--- config.mk ---
export PLATFORM = sky130hd
export DESIGN_NAME = eil_top
export DESIGN_NICKNAME = d
export VERILOG_FILES = /design/src/rtl/eil_pkg.sv /design/src/rtl/eil_chan_if.sv /design/src/rtl/eil_top.sv /design/src/rtl/eil_chan.sv
export SDC_FILE = /design/constraint.sdc
export NUM_CORES = 1
export LEC_CHECK = 0
export BUFFER_PORTS_ARGS = -buffer_cell sky130_fd_sc_hd__clkbuf_2
export CORE_MARGIN = 2
export CORE_UTILIZATION = 40
export DETAILED_ROUTE_END_ITERATION = 10
export PLACE_DENSITY = 0.64
export SLEW_MARGIN = 20
export SYNTH_ARGS = -nofsm -noshare
export SYNTH_HDL_FRONTEND = slang
export SYNTH_HIERARCHICAL = 1
export SYNTH_SLANG_ARGS = --single-unit
--- constraint.sdc ---
create_clock -name clk_sys_in -period 1.15 [get_ports clk_sys_in]
set_clock_uncertainty 0.2 [all_clocks]
set_input_delay 0.115 -clock clk_sys_in [delete_from_list [all_inputs] [get_ports clk_sys_in]]
set_output_delay 0.115 -clock clk_sys_in [all_outputs]
set_load 0.02 [all_outputs]
--- src/rtl/eil_pkg.sv ---
// constants, field layout and state types for the external interrupt latch block
// Function
// - two maskable interrupt inputs: one dedicated pin, one shared with a port pin
// - each input has its own ack, mask and sense bits, fully independent
// - falling edge on a pin, or low level when sense is 1, sets that input's latch and requests the cpu
// - vector fetch acknowledges and clears only the latch that caused it
// - sense selectable: falling edge only, or falling edge plus low level
// - shared input pullup switched by a control bit; dedicated pullup always on
// - one 8-bit status/control register per input: dedicated 0x1e, shared 0x1c
// - mask bit set blocks the latched request from reaching the cpu
// - pending flag is read-only and reads 1 while the latch is set
// - writing 1 to ack clears the latch; ack reads 0 and resets to 0
// - in break state with break clear enable 1, ack writes clear the latch
// - a latch cleared in break state stays cleared after break ends
// - with break clear enable 0, ack writes during break are ignored
package eil_pkg;
	localparam int NUM_CH = 2;
	localparam int CH_DED = 0;
	localparam int CH_SH = 1;
	localparam logic [7:0] ADDR_SHARED = 8'h1c;
	localparam logic [7:0] ADDR_DED = 8'h1e;
	localparam logic [7:0] ADDR_BRK = 8'h20;
	localparam logic [7:0] ADDR_EVT_STAT = 8'h21;
	localparam logic [7:0] ADDR_EVT_MASK = 8'h22;
	localparam int BIT_SENSE = 0;
	localparam int BIT_MASK = 1;
	localparam int BIT_ACK = 2;
	localparam int BIT_FLAG = 3;
	localparam int BIT_PUD = 6;
	localparam int BIT_BREAK_CLEAR_ENABLE = 0;
	localparam logic [7:0] RD_ZERO = 8'h00;
	localparam logic PIN_IDLE = 1'b1;
	localparam logic BIT_RST = 1'b0;

	typedef struct packed {
		logic sync1_n;
		logic sync2_n;
		logic prev_n;
		logic latch;
	} eil_chan_state_t;

	localparam eil_chan_state_t CHAN_RST = '{PIN_IDLE, PIN_IDLE, PIN_IDLE, BIT_RST};

	typedef struct packed {
		logic [NUM_CH-1:0] mask;
		logic [NUM_CH-1:0] sense;
		logic sh_pud;
		logic break_clear_enable;
		logic [NUM_CH-1:0] evt_stat;
		logic [NUM_CH-1:0] evt_en;
		logic [7:0] rdata;
	} eil_top_state_t;

	localparam eil_top_state_t TOP_RST = '0;
endpackage

--- src/rtl/eil_chan_if.sv ---
// signals between the register side and one interrupt input channel
`timescale 1ns/100ps
`default_nettype none
interface eil_chan_if;
	logic pin_n;
	logic sense;
	logic ack_wr;
	logic vec_fetch;
	logic clr_ok;
	logic latch;
	logic rise;
	modport ctl (output pin_n, sense, ack_wr, vec_fetch, clr_ok, input latch, rise);
	modport chan (input pin_n, sense, ack_wr, vec_fetch, clr_ok, output latch, rise);
endinterface
`default_nettype wire

--- src/rtl/eil_top.sv ---
// external interrupt latch block: registers, two input channels, interrupt outputs
`timescale 1ns/100ps
`default_nettype none
module eil_top (
	input wire logic clk_sys_in,
	input wire logic rst_in,
	input wire logic [7:0] addr_in,
	input wire logic [7:0] wr_data_in,
	input wire logic wr_in,
	input wire logic rd_in,
	output logic [7:0] rd_data_out,
	input wire logic dedicated_int_pin_n_in,
	input wire logic shared_int_pin_n_in,
	input wire logic [1:0] vec_fetch_in,
	input wire logic break_state_in,
	output logic [1:0] cpu_req_out,
	output logic shared_pullup_en_out,
	output logic dedicated_pullup_en_out,
	output logic irq_out
);
	eil_pkg::eil_top_state_t state_ff;
	eil_pkg::eil_top_state_t nxt_state;
	logic [eil_pkg::NUM_CH-1:0] pin_vec;
	logic [eil_pkg::NUM_CH-1:0] latch_vec;
	logic [eil_pkg::NUM_CH-1:0] rise_vec;
	logic [eil_pkg::NUM_CH-1:0] ack_wr;
	logic clr_ok;
	logic hit_ded;
	logic hit_sh;
	logic hit_brk;
	logic hit_stat;
	logic hit_en;

	function automatic logic reg_hit(input logic [7:0] a, input logic [7:0] off);
		return a == off;
	endfunction

	// status/control read image of one channel
	function automatic logic [7:0] scr_image(input logic flag, input logic mask,
		input logic sense, input logic pud);
		logic [7:0] v;
		v = eil_pkg::RD_ZERO;
		v[eil_pkg::BIT_FLAG] = flag;
		v[eil_pkg::BIT_MASK] = mask;
		v[eil_pkg::BIT_SENSE] = sense;
		v[eil_pkg::BIT_PUD] = pud;
		return v;
	endfunction

	assign pin_vec[eil_pkg::CH_DED] = dedicated_int_pin_n_in;
	assign pin_vec[eil_pkg::CH_SH] = shared_int_pin_n_in;

	eil_chan_if ch_if [eil_pkg::NUM_CH] ();

	// one channel per input, each with its own control bits
	for (genvar gi = 0; gi < eil_pkg::NUM_CH; gi++) begin : g_ch
		assign ch_if[gi].pin_n = pin_vec[gi];
		assign ch_if[gi].sense = state_ff.sense[gi];
		assign ch_if[gi].ack_wr = ack_wr[gi];
		assign ch_if[gi].vec_fetch = vec_fetch_in[gi];
		assign ch_if[gi].clr_ok = clr_ok;
		assign latch_vec[gi] = ch_if[gi].latch;
		assign rise_vec[gi] = ch_if[gi].rise;
		eil_chan u_chan (
			.clk_sys_in(clk_sys_in),
			.rst_in(rst_in),
			.ch(ch_if[gi])
		);
	end

	always_comb begin
		nxt_state = state_ff;
		hit_ded = reg_hit(addr_in, eil_pkg::ADDR_DED);
		hit_sh = reg_hit(addr_in, eil_pkg::ADDR_SHARED);
		hit_brk = reg_hit(addr_in, eil_pkg::ADDR_BRK);
		hit_stat = reg_hit(addr_in, eil_pkg::ADDR_EVT_STAT);
		hit_en = reg_hit(addr_in, eil_pkg::ADDR_EVT_MASK);
		// ack writes only act outside break, or in break when enabled
		clr_ok = ~break_state_in | state_ff.break_clear_enable;
		ack_wr[eil_pkg::CH_DED] = wr_in & hit_ded & wr_data_in[eil_pkg::BIT_ACK];
		ack_wr[eil_pkg::CH_SH] = wr_in & hit_sh & wr_data_in[eil_pkg::BIT_ACK];
		if (wr_in && hit_ded) begin
			nxt_state.mask[eil_pkg::CH_DED] = wr_data_in[eil_pkg::BIT_MASK];
			nxt_state.sense[eil_pkg::CH_DED] = wr_data_in[eil_pkg::BIT_SENSE];
		end
		if (wr_in && hit_sh) begin
			nxt_state.mask[eil_pkg::CH_SH] = wr_data_in[eil_pkg::BIT_MASK];
			nxt_state.sense[eil_pkg::CH_SH] = wr_data_in[eil_pkg::BIT_SENSE];
			nxt_state.sh_pud = wr_data_in[eil_pkg::BIT_PUD];
		end
		if (wr_in && hit_brk) begin
			nxt_state.break_clear_enable = wr_data_in[eil_pkg::BIT_BREAK_CLEAR_ENABLE];
		end
		if (wr_in && hit_en) begin
			nxt_state.evt_en = wr_data_in[eil_pkg::NUM_CH-1:0];
		end
		// write one to clear; a new event in the same cycle wins
		nxt_state.evt_stat = state_ff.evt_stat;
		if (wr_in && hit_stat) begin
			nxt_state.evt_stat = state_ff.evt_stat & ~wr_data_in[eil_pkg::NUM_CH-1:0];
		end
		nxt_state.evt_stat = nxt_state.evt_stat | rise_vec;
		// read data valid only in the cycle after the strobe; unmapped reads zero
		nxt_state.rdata = eil_pkg::RD_ZERO;
		if (rd_in) begin
			if (hit_ded) begin
				nxt_state.rdata = scr_image(latch_vec[eil_pkg::CH_DED],
					state_ff.mask[eil_pkg::CH_DED], state_ff.sense[eil_pkg::CH_DED], 1'b0);
			end else if (hit_sh) begin
				nxt_state.rdata = scr_image(latch_vec[eil_pkg::CH_SH],
					state_ff.mask[eil_pkg::CH_SH], state_ff.sense[eil_pkg::CH_SH],
					state_ff.sh_pud);
			end else if (hit_brk) begin
				nxt_state.rdata[eil_pkg::BIT_BREAK_CLEAR_ENABLE] = state_ff.break_clear_enable;
			end else if (hit_stat) begin
				nxt_state.rdata[eil_pkg::NUM_CH-1:0] = state_ff.evt_stat;
			end else if (hit_en) begin
				nxt_state.rdata[eil_pkg::NUM_CH-1:0] = state_ff.evt_en;
			end
		end
	end

	always_ff @(posedge clk_sys_in or posedge rst_in) begin
		if (rst_in) begin
			state_ff <= eil_pkg::TOP_RST;
		end else begin
			state_ff <= nxt_state;
		end
	end

	assign rd_data_out = state_ff.rdata;
	assign cpu_req_out = latch_vec & ~state_ff.mask;
	assign shared_pullup_en_out = ~state_ff.sh_pud;
	assign dedicated_pullup_en_out = 1'b1;
	assign irq_out = |(state_ff.evt_stat & state_ff.evt_en);

	req_masked_a: assert property (@(posedge clk_sys_in) disable iff (rst_in)
		state_ff.mask[eil_pkg::CH_DED] |-> !cpu_req_out[eil_pkg::CH_DED])
		else $error("masked dedicated request reached the cpu");

	req_raised_a: assert property (@(posedge clk_sys_in) disable iff (rst_in)
		!state_ff.mask[eil_pkg::CH_SH] && rise_vec[eil_pkg::CH_SH]
		|=> cpu_req_out[eil_pkg::CH_SH])
		else $error("unmasked shared request not raised");

	ack_reads_zero_a: assert property (@(posedge clk_sys_in) disable iff (rst_in)
		rd_in && (hit_ded || hit_sh) |=> !rd_data_out[eil_pkg::BIT_ACK])
		else $error("ack bit did not read as zero");

	flag_read_a: assert property (@(posedge clk_sys_in) disable iff (rst_in)
		rd_in && hit_ded |=> rd_data_out[eil_pkg::BIT_FLAG] == $past(latch_vec[eil_pkg::CH_DED]))
		else $error("pending flag differs from latch");

	vec_only_one_a: assert property (@(posedge clk_sys_in) disable iff (rst_in)
		vec_fetch_in == 2'b01 && latch_vec[eil_pkg::CH_SH] && !ack_wr[eil_pkg::CH_SH]
		|=> latch_vec[eil_pkg::CH_SH])
		else $error("vector fetch cleared the other latch");

	brk_ignored_a: assert property (@(posedge clk_sys_in) disable iff (rst_in)
		break_state_in && !state_ff.break_clear_enable && ack_wr[eil_pkg::CH_DED]
		&& !vec_fetch_in[eil_pkg::CH_DED] && latch_vec[eil_pkg::CH_DED]
		|=> latch_vec[eil_pkg::CH_DED])
		else $error("ack in break cleared latch while disabled");

	brk_clear_a: assert property (@(posedge clk_sys_in) disable iff (rst_in)
		break_state_in && state_ff.break_clear_enable && ack_wr[eil_pkg::CH_DED]
		&& !state_ff.sense[eil_pkg::CH_DED] && pin_vec[eil_pkg::CH_DED]
		&& $past(pin_vec[eil_pkg::CH_DED]) && $past(pin_vec[eil_pkg::CH_DED], 2)
		|=> !latch_vec[eil_pkg::CH_DED])
		else $error("enabled ack in break did not clear latch");

	pullup_a: assert property (@(posedge clk_sys_in) disable iff (rst_in)
		wr_in && hit_sh |=> shared_pullup_en_out == !$past(wr_data_in[eil_pkg::BIT_PUD]))
		else $error("shared pullup does not follow its control bit");

	indep_cfg_a: assert property (@(posedge clk_sys_in) disable iff (rst_in)
		wr_in && hit_sh |=> $stable(state_ff.mask[eil_pkg::CH_DED])
		&& $stable(state_ff.sense[eil_pkg::CH_DED]))
		else $error("shared write changed dedicated config");

	unmapped_zero_a: assert property (@(posedge clk_sys_in) disable iff (rst_in)
		rd_in && !(hit_ded || hit_sh || hit_brk || hit_stat || hit_en) |=> rd_data_out == 8'h00)
		else $error("unmapped read not zero");

	upper_zero_a: assert property (@(posedge clk_sys_in) disable iff (rst_in)
		rd_in && hit_ded |=> rd_data_out[7:4] == 4'h0)
		else $error("unimplemented bits read nonzero");

	irq_event_a: assert property (@(posedge clk_sys_in) disable iff (rst_in)
		rise_vec[eil_pkg::CH_DED] && state_ff.evt_en[eil_pkg::CH_DED] |=> irq_out)
		else $error("enabled event did not raise irq");

	cov_vec_clear: cover property (@(posedge clk_sys_in) disable iff (rst_in)
		latch_vec[eil_pkg::CH_DED] && vec_fetch_in[eil_pkg::CH_DED]
		##1 !latch_vec[eil_pkg::CH_DED]);

	cov_brk_ignore: cover property (@(posedge clk_sys_in) disable iff (rst_in)
		break_state_in && !state_ff.break_clear_enable && ack_wr[eil_pkg::CH_SH] && latch_vec[eil_pkg::CH_SH]);

	cov_level_hold: cover property (@(posedge clk_sys_in) disable iff (rst_in)
		state_ff.sense[eil_pkg::CH_SH] && ack_wr[eil_pkg::CH_SH] ##1 latch_vec[eil_pkg::CH_SH]);

	cov_irq: cover property (@(posedge clk_sys_in) disable iff (rst_in) $rose(irq_out));
endmodule
`default_nettype wire

--- src/rtl/eil_chan.sv ---
// one interrupt input: pin synchroniser, edge/level detect and request latch
`timescale 1ns/100ps
`default_nettype none
module eil_chan (
	input wire logic clk_sys_in,
	input wire logic rst_in,
	eil_chan_if.chan ch
);
	eil_pkg::eil_chan_state_t state_ff;
	eil_pkg::eil_chan_state_t nxt_state;
	logic fall;
	logic set;
	logic clr;

	always_comb begin
		nxt_state = state_ff;
		nxt_state.sync1_n = ch.pin_n;
		nxt_state.sync2_n = state_ff.sync1_n;
		nxt_state.prev_n = state_ff.sync2_n;
		fall = state_ff.prev_n & ~state_ff.sync2_n;
		set = fall | (ch.sense & ~state_ff.sync2_n);
		clr = ch.vec_fetch | (ch.ack_wr & ch.clr_ok);
		if (set) begin
			nxt_state.latch = 1'b1;
		end else if (clr) begin
			nxt_state.latch = 1'b0;
		end
	end

	always_ff @(posedge clk_sys_in or posedge rst_in) begin
		if (rst_in) begin
			state_ff <= eil_pkg::CHAN_RST;
		end else begin
			state_ff <= nxt_state;
		end
	end

	assign ch.latch = state_ff.latch;
	assign ch.rise = set & ~state_ff.latch;

	level_set_a: assert property (@(posedge clk_sys_in) disable iff (rst_in)
		ch.sense && !state_ff.sync2_n |=> state_ff.latch)
		else $error("low level in level mode did not hold latch");
	edge_set_a: assert property (@(posedge clk_sys_in) disable iff (rst_in)
		state_ff.prev_n && !state_ff.sync2_n |=> state_ff.latch)
		else $error("falling edge did not set latch");
	latch_clear_a: assert property (@(posedge clk_sys_in) disable iff (rst_in)
		clr && !set |=> !state_ff.latch)
		else $error("clear request did not clear latch");
	edge_only_a: assert property (@(posedge clk_sys_in) disable iff (rst_in)
		!ch.sense && !fall && !state_ff.latch |=> !state_ff.latch)
		else $error("latch set without an edge in edge mode");
endmodule
`default_nettype wire

==> results of run 1 <==
[flip-flops by register name, indices dropped and copies added (netlist names)]
register               flops
g_ch.u_chan/state_ff       2
g_ch.u_chan/nxt_state      4
g_ch.u_chan/ch.latch       2
ch_if.sense                2
rd_data_out                4
state_ff                   8
[power by group through the flow]
stage	Combinational [mW]	Sequential [mW]	Clock, mW
final	0.298	0.834	0.582
after global routing	0.326	0.838	0.634
after CTS	0.282	0.833	0.604
after detailed placement	0.221	0.851	0
after global placement	0.216	0.851	0
after floorplan	0.139	0.842	0
[cell usage in the layout, fill, tap and decap left out, types with 2 or more instances in the layout]
cell type      synthesis  routed
dfrtp_1               16      16
mux2_2                 5       4
buf_4                  9      22
inv_1                  5       4
mux2i_1                2       2
conb_1                 2       5
nor2b_1                5       5
clkbuf_4               0       3
a21o_1                 3       3
clkbuf_2               0      19
nor3_1                 3       2
mux2_4                 2       4
buf_6                  1       8
nor2_1                 6       5
nand3_1                2       2
o2bb2ai_1              2       2
dfstp_2                6       6
o21ai_0                3       3
nand2_1                7       6
dlygate4sd3_1          0      11
nand2b_1               2       2
nand4_1                4       4
[repair_timing]
| action | 4_1_cts | 5_1_grt |
|---|---|---|
| pin swaps | 1 | 6 |
| hold buffers | 11 | 0 |
| gates resized for setup | 7 | 27 |
| buffers inserted | 8 | 2 |
| endpoints found under the hold margin | 40 | 0 |
| setup endpoints to repair | 14 | 19 |
| gates cloned | 0 | 0 |
[worst paths after layout]
path,to,from,cells past startpoint
max,irq_out,state_ff[10],2
min,g_ch[1].u_chan/ch.latch,rst_in,3
max reg2reg,rd_data_out[1],state_ff[11],4
min reg2reg,g_ch[0].u_chan/nxt_state[1],g_ch[0].u_chan/nxt_state[2],0
max in group asynchronous,state_ff[16],rst_in,4
min in group clk_sys_in,rd_data_out[1],addr_in[1],4
[final cells by class]
class                           instances  area [um2]
Inverter                                5        18.8
Fill cell                             235        1050
Clock buffer                            3        22.5
Tap cell                               31        38.8
Sequential cell                        22         558
Multi-Input combinational cell         65         497
Clock inverter                          1        30.0
Timing Repair Buffer                   61         475
[logic make-up (layout without fill, tap and decap cells)]
logic type | after synthesis | after routing | synth area share (%)
mux | 10 | 10 | 10.7
buf+inv | 17 | 70 | 9.64
simple gates | 38 | 38 | 21.1
flops | 22 | 22 | 50.6
other cells | 2 | 5 | 0.681
compound gates | 12 | 12 | 7.37
[per-layer routing]
metal  wire (um)  share of wire (%)  vias up
li1            -                  -      445
met1        1060                 41      441
met2        1350                 53       24
met3         120                4.7        4
met4          29                1.1        0
met5           0                  0        -
[metrics by stage]
stage / setup TNS, ns / hold WS (ns) / power [mW] / cell area [um2] / utilization (%)
after CTS: -0.922 / 0.00331 / 1.72 / 1570 / 58.4
final: -0.797 / 0.0175 / 1.71 / 1640 / 61.1
after floorplan: -1.38 / -0.321 / 0.981 / 1140 / -
after global routing: -1.29 / 0.0256 / 1.80 / 1640 / 61.1
after global placement: -4.28 / -0.197 / 1.07 / 1330 / 49.4
after detailed placement: -4.69 / -0.195 / 1.07 / 1330 / 49.4
[critical path, delay by kind of cell, from the launching register on]
| kind | cells | cell delay, ns |
|---|---|---|
| compound gates | 1 | 0.25 |
| buf+inv | 1 | 0.13 |
| flops | 1 | 0.41 |
==> results.toml, run 1 <==
[routing]
avgRoutedWirePerCell_um = 13.7
first_pass_iters = 2
ant_nets = 0
num_vias = 914
vias_per_cell = 4.86
first_iter_violations = 9
drc = 0
wirelength_um = 2570

[synth]
ys_seq_area_share_pct = 50.6
ys_types = 35
syn_area_per_cell_um2 = 10.9
synth_warnings = 6
synth-edff-count = 0
async_reset_ff_share_pct = 100
yosys.cell_count.top_type = "dfrtp_1"
synth_cells = 101
syn_area_um2 = 1100
synth-main-ff-cell = "dfrtp_1"
synth_common_cells = "16 x dfrtp_1, 9 x buf_4, 7 x nand2_1, 6 x dfstp_2, 6 x nor2_1"
netlist.area_leader.share_pct = 36.3
ys_seq_elements = 22
yosysTopAreaCell = "dfrtp_1"
synthTopCellsByArea = "dfrtp_1 36%, dfstp_2 14%, buf_4 6.1%, mux2_2 5.1%, nor2b_1 2.8%"

[power_and_ir_drop]
switchingPower_mw = 0.391
comb_power_share_pct = 17.4
p_sw_share_pct = 22.8
power.leakage_nw = 0.797
clkPwrFrac_pct = 34.0
internal_power_mw = 1.32
seq_power_share_pct = 48.7
powerDensity_nw_per_um2 = 1040
ir_worst_vdd_uv = 1260

[clock_network]
path_clk_slew_ns = 0.12
numCtsBuffers = 3
cts_buffer_depth = 2
cts_root_buf = "clkbuf_4"
clk_latency_ns = 0.30
cts_tree = "done"
clock_sinks = 22
ctsHtreeMaxLevel = 1

[global_route]
globalRouteMet2Util_pct = 29.6
grt_max_degree = 15
grt_util_met1_pct = 20.9
busiest_layer = "met2"
grt_use_total_pct = 17.2
antenna_found_initial = 0
grt_overflow = 0
grt_pass1_wl_um = 4220
use_met3_pct = 5.76
grt_pass1_vias = 947

[die]
core_um2 = 2690
io_pins = 38
initial_core_util_pct = 41.1
die_w_um = 56.5
die_h_um = 56.5
dieArea_um2 = 3200
rows = 19

[sta]
setup_viol = 6
min_period_ns = 1.41
finalCritPeriodShare_pct = 122
rsz0062_at_grt = "yes"
setup_ws_ns = -0.256
slew_viol_final = 0
fmax_mhz = 711
hold_viol = 0

[placement]
place_ws_ns = -0.394
dp.cells = 164
hpwl_um = 1960
portBuffers = 28
gp_congestion = 0.906

[setup_path]
path_class = "reg -> out"
crit_path_end_kind = "primary output"
cp_slowest_cell = "dfrtp_1"
worstPathArrival_ns = 1.09
start_kind = "flip-flop"
cpPeakStageDelay_ns = 0.41
cp_max_fo = 2
ff2ff_setup_slack_ns = -0.11
required_ns = 0.83
crit_chain = "a22o_1, buf_6"

[job]
maxCapViolCount = 0

[cells_and_area]
area_growth_pct = 48.6
nets = 183
drive_above_1_share_pct = 50.3
stdcell_count = 188
antennaDiodeCount = 0

[status]
violations = "negative setup slack"
outcome = "finished, violations left"

[hold_path]
hold_class = "in -> async"
Note: power is estimated with default switching activity, not from simulation.
==> run 2: changes to the inputs <==
--- a/config.mk
+++ b/config.mk
@@ -9,7 +9,7 @@
 export CORE_MARGIN = 2
 export CORE_UTILIZATION = 40
 export DETAILED_ROUTE_END_ITERATION = 10
-export PLACE_DENSITY = 0.64
+export PLACE_DENSITY = 0.71
 export SLEW_MARGIN = 20
 export SYNTH_ARGS = -nofsm -noshare
 export SYNTH_HDL_FRONTEND = slang
==> results.toml, run 2 (synthesis gave the netlist of run 1 again) <==
[setup_path]
path_class = "reg -> out"
required_ns = 0.83
crit_path_end_kind = "primary output"
r2r-start = "state_ff[8]"
ff2ff_setup_slack_ns = -0.14
start_kind = "flip-flop"
cp_max_fo = 3
cp-startpoint = "state_ff[11]"
worstPathArrival_ns = 1.07

[global_route]
antenna_found_initial = 0
grt_overflow = 0
grt_use_total_pct = 15.9
grt_pass1_wl_um = 3830
grt_max_degree = 15
grt_pass1_vias = 872

[clock_network]
clk_latency_ns = 0.30
ctsHtreeMaxLevel = 1
cts_buffer_depth = 2
cts_root_buf = "clkbuf_4"
numCtsBuffers = 3
path_clk_slew_ns = 0.12
clock_sinks = 22
cts_tree = "done"

[routing]
first_iter_violations = 11
avgRoutedWirePerCell_um = 13.1
first_pass_iters = 4
wirelength_um = 2490
num_vias = 940
ant_nets = 0
drc = 0
vias_per_cell = 4.95

[power_and_ir_drop]
power.leakage_nw = 0.814
powerDensity_nw_per_um2 = 949
ir_worst_vdd_uv = 867
total_power_mw = 1.57

[die]
die_w_um = 56.5
dieArea_um2 = 3200
rows = 19
core_um2 = 2690
initial_core_util_pct = 41.1
die_h_um = 56.5
io_pins = 38

[sta]
setup_ws_ns = -0.236
min_period_ns = 1.39
setup_viol = 15
rsz0062_at_grt = "yes"
hold_viol = 0
slew_viol_final = 0
fmax_mhz = 722
finalCritPeriodShare_pct = 121

[hold_path]
hold_class = "in -> async"

[cells_and_area]
fillers = 211
layout_common_cells = "25 x buf_4, 19 x clkbuf_2, 16 x dfrtp_1"
antennaDiodeCount = 0
largest_reg_flops = 8
drive_above_1_share_pct = 52.2
top_register = "state_ff"
fin_area_um2 = 1650
area_growth_pct = 49.9
nets = 185
layout_commonest_cell = "buf_4"

[placement]
dpl_cell_area_um2 = 1310
gp_congestion = 0.851
hpwl_um = 1850
portBuffers = 28

[job]
maxCapViolCount = 0

[status]
violations = "negative setup slack"
outcome = "finished, violations left"
[run 2: final timing paths]
path / to / cells past startpoint
max: irq_out / 2
min: g_ch[1].u_chan/ch.latch / 3
max reg2reg: rd_data_out[0] / 6
min reg2reg: g_ch[0].u_chan/nxt_state[1] / 0
max in group asynchronous: rd_data_out[0] / 4
min in group clk_sys_in: g_ch[0].u_chan/ch.latch / 5
[run 2: critical path: stages (launching register included)]
cell	delay, ns
dfrtp_1	0.44
a22o_1	0.20
buf_6	0.13
[run 2: where the power goes]
group          switching, mW  total [mW]  internal, mW
Clock                  0.233       0.426         0.193
Combinational          0.143       0.312         0.169
Sequential            0.0185       0.832         0.813
[run 2: layer usage]
layer / global-route usage (%) / part of all wire, % / vias up
met5: 0 / 0 / -
met4: 6.80 / 2.1 / 0
met2: 27.1 / 52 / 33
met3: 3.46 / 4.9 / 6
li1: - / - / 449
met1: 19.1 / 41 / 452
[run 2: metrics by stage]
| stage | setup slack (ns) | hold slack (ns) | cells | TNS (ns) | utilization [%] |
|---|---|---|---|---|---|
| 6_report | -0.236 | 0.0103 | 190 | -1.13 | 61.6 |
| 5_1_grt | -0.287 | 0.0308 | 190 | -1.79 | 61.6 |
| 4_1_cts | -0.248 | 0.0131 | 184 | -0.743 | 57.1 |
| 3_5_place_dp | -0.434 | -0.192 | 162 | -4.81 | 48.8 |
| 3_3_place_gp | -0.381 | -0.196 | 162 | -4.38 | 48.8 |
| 2_1_floorplan | -0.203 | -0.321 | 104 | -1.38 | - |
[run 2: layout make-up]
cell class | count | area (um2) | area share [%]
Timing Repair Buffer | 63 | 487 | 29.4
Multi-Input combinational cell | 65 | 515 | 31.2
Tap cell | 31 | 38.8 | 2.34
Sequential cell | 22 | 558 | 33.7
Clock buffer | 4 | 36.3 | 2.19
Inverter | 5 | 18.8 | 1.13
[run 2: repair_timing]
item,4_1_cts,5_1_grt
setup buffers,7,6
endpoints found under the setup margin,14,17
hold endpoints to repair,40,0
pin swaps,0,6
gates resized for setup,8,29
hold buffers,11,0
==> run 3: changes to the inputs <==
--- a/config.mk
+++ b/config.mk
@@ -7,9 +7,9 @@
 export LEC_CHECK = 0
 export BUFFER_PORTS_ARGS = -buffer_cell sky130_fd_sc_hd__clkbuf_2
 export CORE_MARGIN = 2
-export CORE_UTILIZATION = 40
+export CORE_UTILIZATION = 30
 export DETAILED_ROUTE_END_ITERATION = 10
-export PLACE_DENSITY = 0.71
+export PLACE_DENSITY = 0.59
 export SLEW_MARGIN = 20
 export SYNTH_ARGS = -nofsm -noshare
 export SYNTH_HDL_FRONTEND = slang
==> constraint.sdc (replaced) <==
create_clock -name clk_sys_in -period 1.23 [get_ports clk_sys_in]
set_clock_uncertainty 0.2 [all_clocks]
set_input_delay 0.123 -clock clk_sys_in [delete_from_list [all_inputs] [get_ports clk_sys_in]]
set_output_delay 0.123 -clock clk_sys_in [all_outputs]
set_load 0.02 [all_outputs]
==> results.toml, run 3 (synthesis gave the netlist of run 1 again) <==
[setup_path]
cp_top_family = "flip-flops"
cp_max_fo = 2
crit_chain = "a22o_1, buf_6"
worstPathArrival_ns = 1.03
start_kind = "flip-flop"
cpPeakStageDelay_ns = 0.39
required_ns = 0.91
worst-path-buf-inv = 1
crit_path_end_kind = "primary output"
path_class = "reg -> out"
cp_slowest_cell = "dfrtp_1"

[cells_and_area]
nets = 177
fin_area_um2 = 1610
layout_common_cells = "24 x clkbuf_2, 18 x buf_4, 16 x dfrtp_1"
finish.utilization_pct = 44.7
area_growth_pct = 46.1
drive_above_1_share_pct = 51.0
antennaDiodeCount = 0
largest_reg_flops = 8
layout_commonest_cell = "clkbuf_2"
top_register = "state_ff"
stdcell_count = 199

[sta]
fmax_mhz = 739
finalCritPeriodShare_pct = 110
rsz0062_at_grt = "yes"
hold_viol = 0
setup_viol = 3
min_period_ns = 1.35
setup_ws_ns = -0.123
slew_viol_final = 0

[power_and_ir_drop]
internal_power_mw = 1.34
ir_worst_vdd_uv = 842
powerDensity_nw_per_um2 = 1060
clkPwrFrac_pct = 38.3
switchingPower_mw = 0.373
comb_power_share_pct = 16.2
power.leakage_nw = 0.777
p_sw_share_pct = 21.8
seq_power_share_pct = 45.5
total_power_mw = 1.71

[clock_network]
numCtsBuffers = 3
path_clk_slew_ns = 0.07
cts_root_buf = "clkbuf_8"
cts_tree = "done"
clock_sinks = 22
cts_buffer_depth = 2
clk_latency_ns = 0.26
ctsHtreeMaxLevel = 1

[die]
rows = 22
io_pins = 38
dieArea_um2 = 4180
die_h_um = 64.7
die_w_um = 64.7
core_um2 = 3610
initial_core_util_pct = 30.6

[hold_path]
hold_class = "in -> reg"

[routing]
drc = 0
first_iter_violations = 18
ant_nets = 0
avgRoutedWirePerCell_um = 12.6
vias_per_cell = 4.45
first_pass_iters = 4
wirelength_um = 2520
num_vias = 886

[global_route]
antenna_found_initial = 0
grt_max_degree = 15
grt_pass1_wl_um = 3950
grt_pass1_vias = 866
grt_use_total_pct = 12.3
grt_overflow = 0

[status]
violations = "negative setup slack"
outcome = "finished, violations left"

[placement]
gp_congestion = 0.857
hpwl_um = 1910
portBuffers = 28
dp.cells = 179
dpl_cell_area_um2 = 1330

[job]
maxCapViolCount = 0
run 3: path summary, 6_finish.rpt:
check	start	end	slack, ns	cells after the start
max in group asynchronous	rst_in	rd_data_out[3]	0.45	4
max	state_ff[10]	irq_out	-0.12	2
min reg2reg	g_ch[0].u_chan/nxt_state[2]	g_ch[0].u_chan/nxt_state[1]	0.16	0
min in group asynchronous	rst_in	g_ch[1].u_chan/ch.latch	0.08	3
max reg2reg	state_ff[8]	rd_data_out[0]	0.03	5
min	addr_in[1]	rd_data_out[6]	0.01	3
run 3: power by group through the flow:
stage | Clock, mW | Sequential, mW | Combinational [mW]
floorplan | 0 | 0.787 | 0.130
global placement | 0 | 0.794 | 0.205
detailed placement | 0 | 0.796 | 0.206
CTS | 0.670 | 0.779 | 0.264
global route | 0.708 | 0.783 | 0.301
finish | 0.656 | 0.780 | 0.277
run 3: worst reg2reg max path: stages, from the launching register on:
cell and delay (ns):
dfrtp_1 0.40, buf_6 0.12, mux2i_1 0.13, o22ai_1 0.10, nand2_1 0.08, a21oi_2 0.06
run 3: layer usage:
metal	wire [um]	track usage, %	vias to the layer above
met2	1270	21.7	25
met4	0	2.13	0
met3	117	3.65	0
li1	-	-	433
met1	1120	15.0	428
met5	0	0	-
run 3: metrics by stage:
step           setup slack, ns  setup TNS, ns  hold slack (ns)
2_1_floorplan           -0.131         -0.700           -0.313
3_3_place_gp            -0.284          -3.33           -0.189
3_5_place_dp            -0.311          -3.43           -0.188
4_1_cts                 -0.128         -0.208           0.0131
5_1_grt                 -0.141         -0.287           0.0260
6_report                -0.123         -0.146           0.0102
run 3: repair_timing:
item	in CTS	in global routing
setup endpoints to repair	10	11
pin swaps	0	3
buffers inserted	6	1
hold buffers	9	0
gates resized for setup	10	12
hold endpoints to repair	37	0
run 3: area by class of cell:
type / count / area [um2]
Fill cell: 353 / 1990
Sequential cell: 22 / 558
Multi-Input combinational cell: 65 / 507
Timing Repair Buffer: 55 / 398
Tap cell: 48 / 60.1
Clock buffer: 3 / 41.3
Clock inverter: 1 / 30.0
Inverter: 5 / 18.8
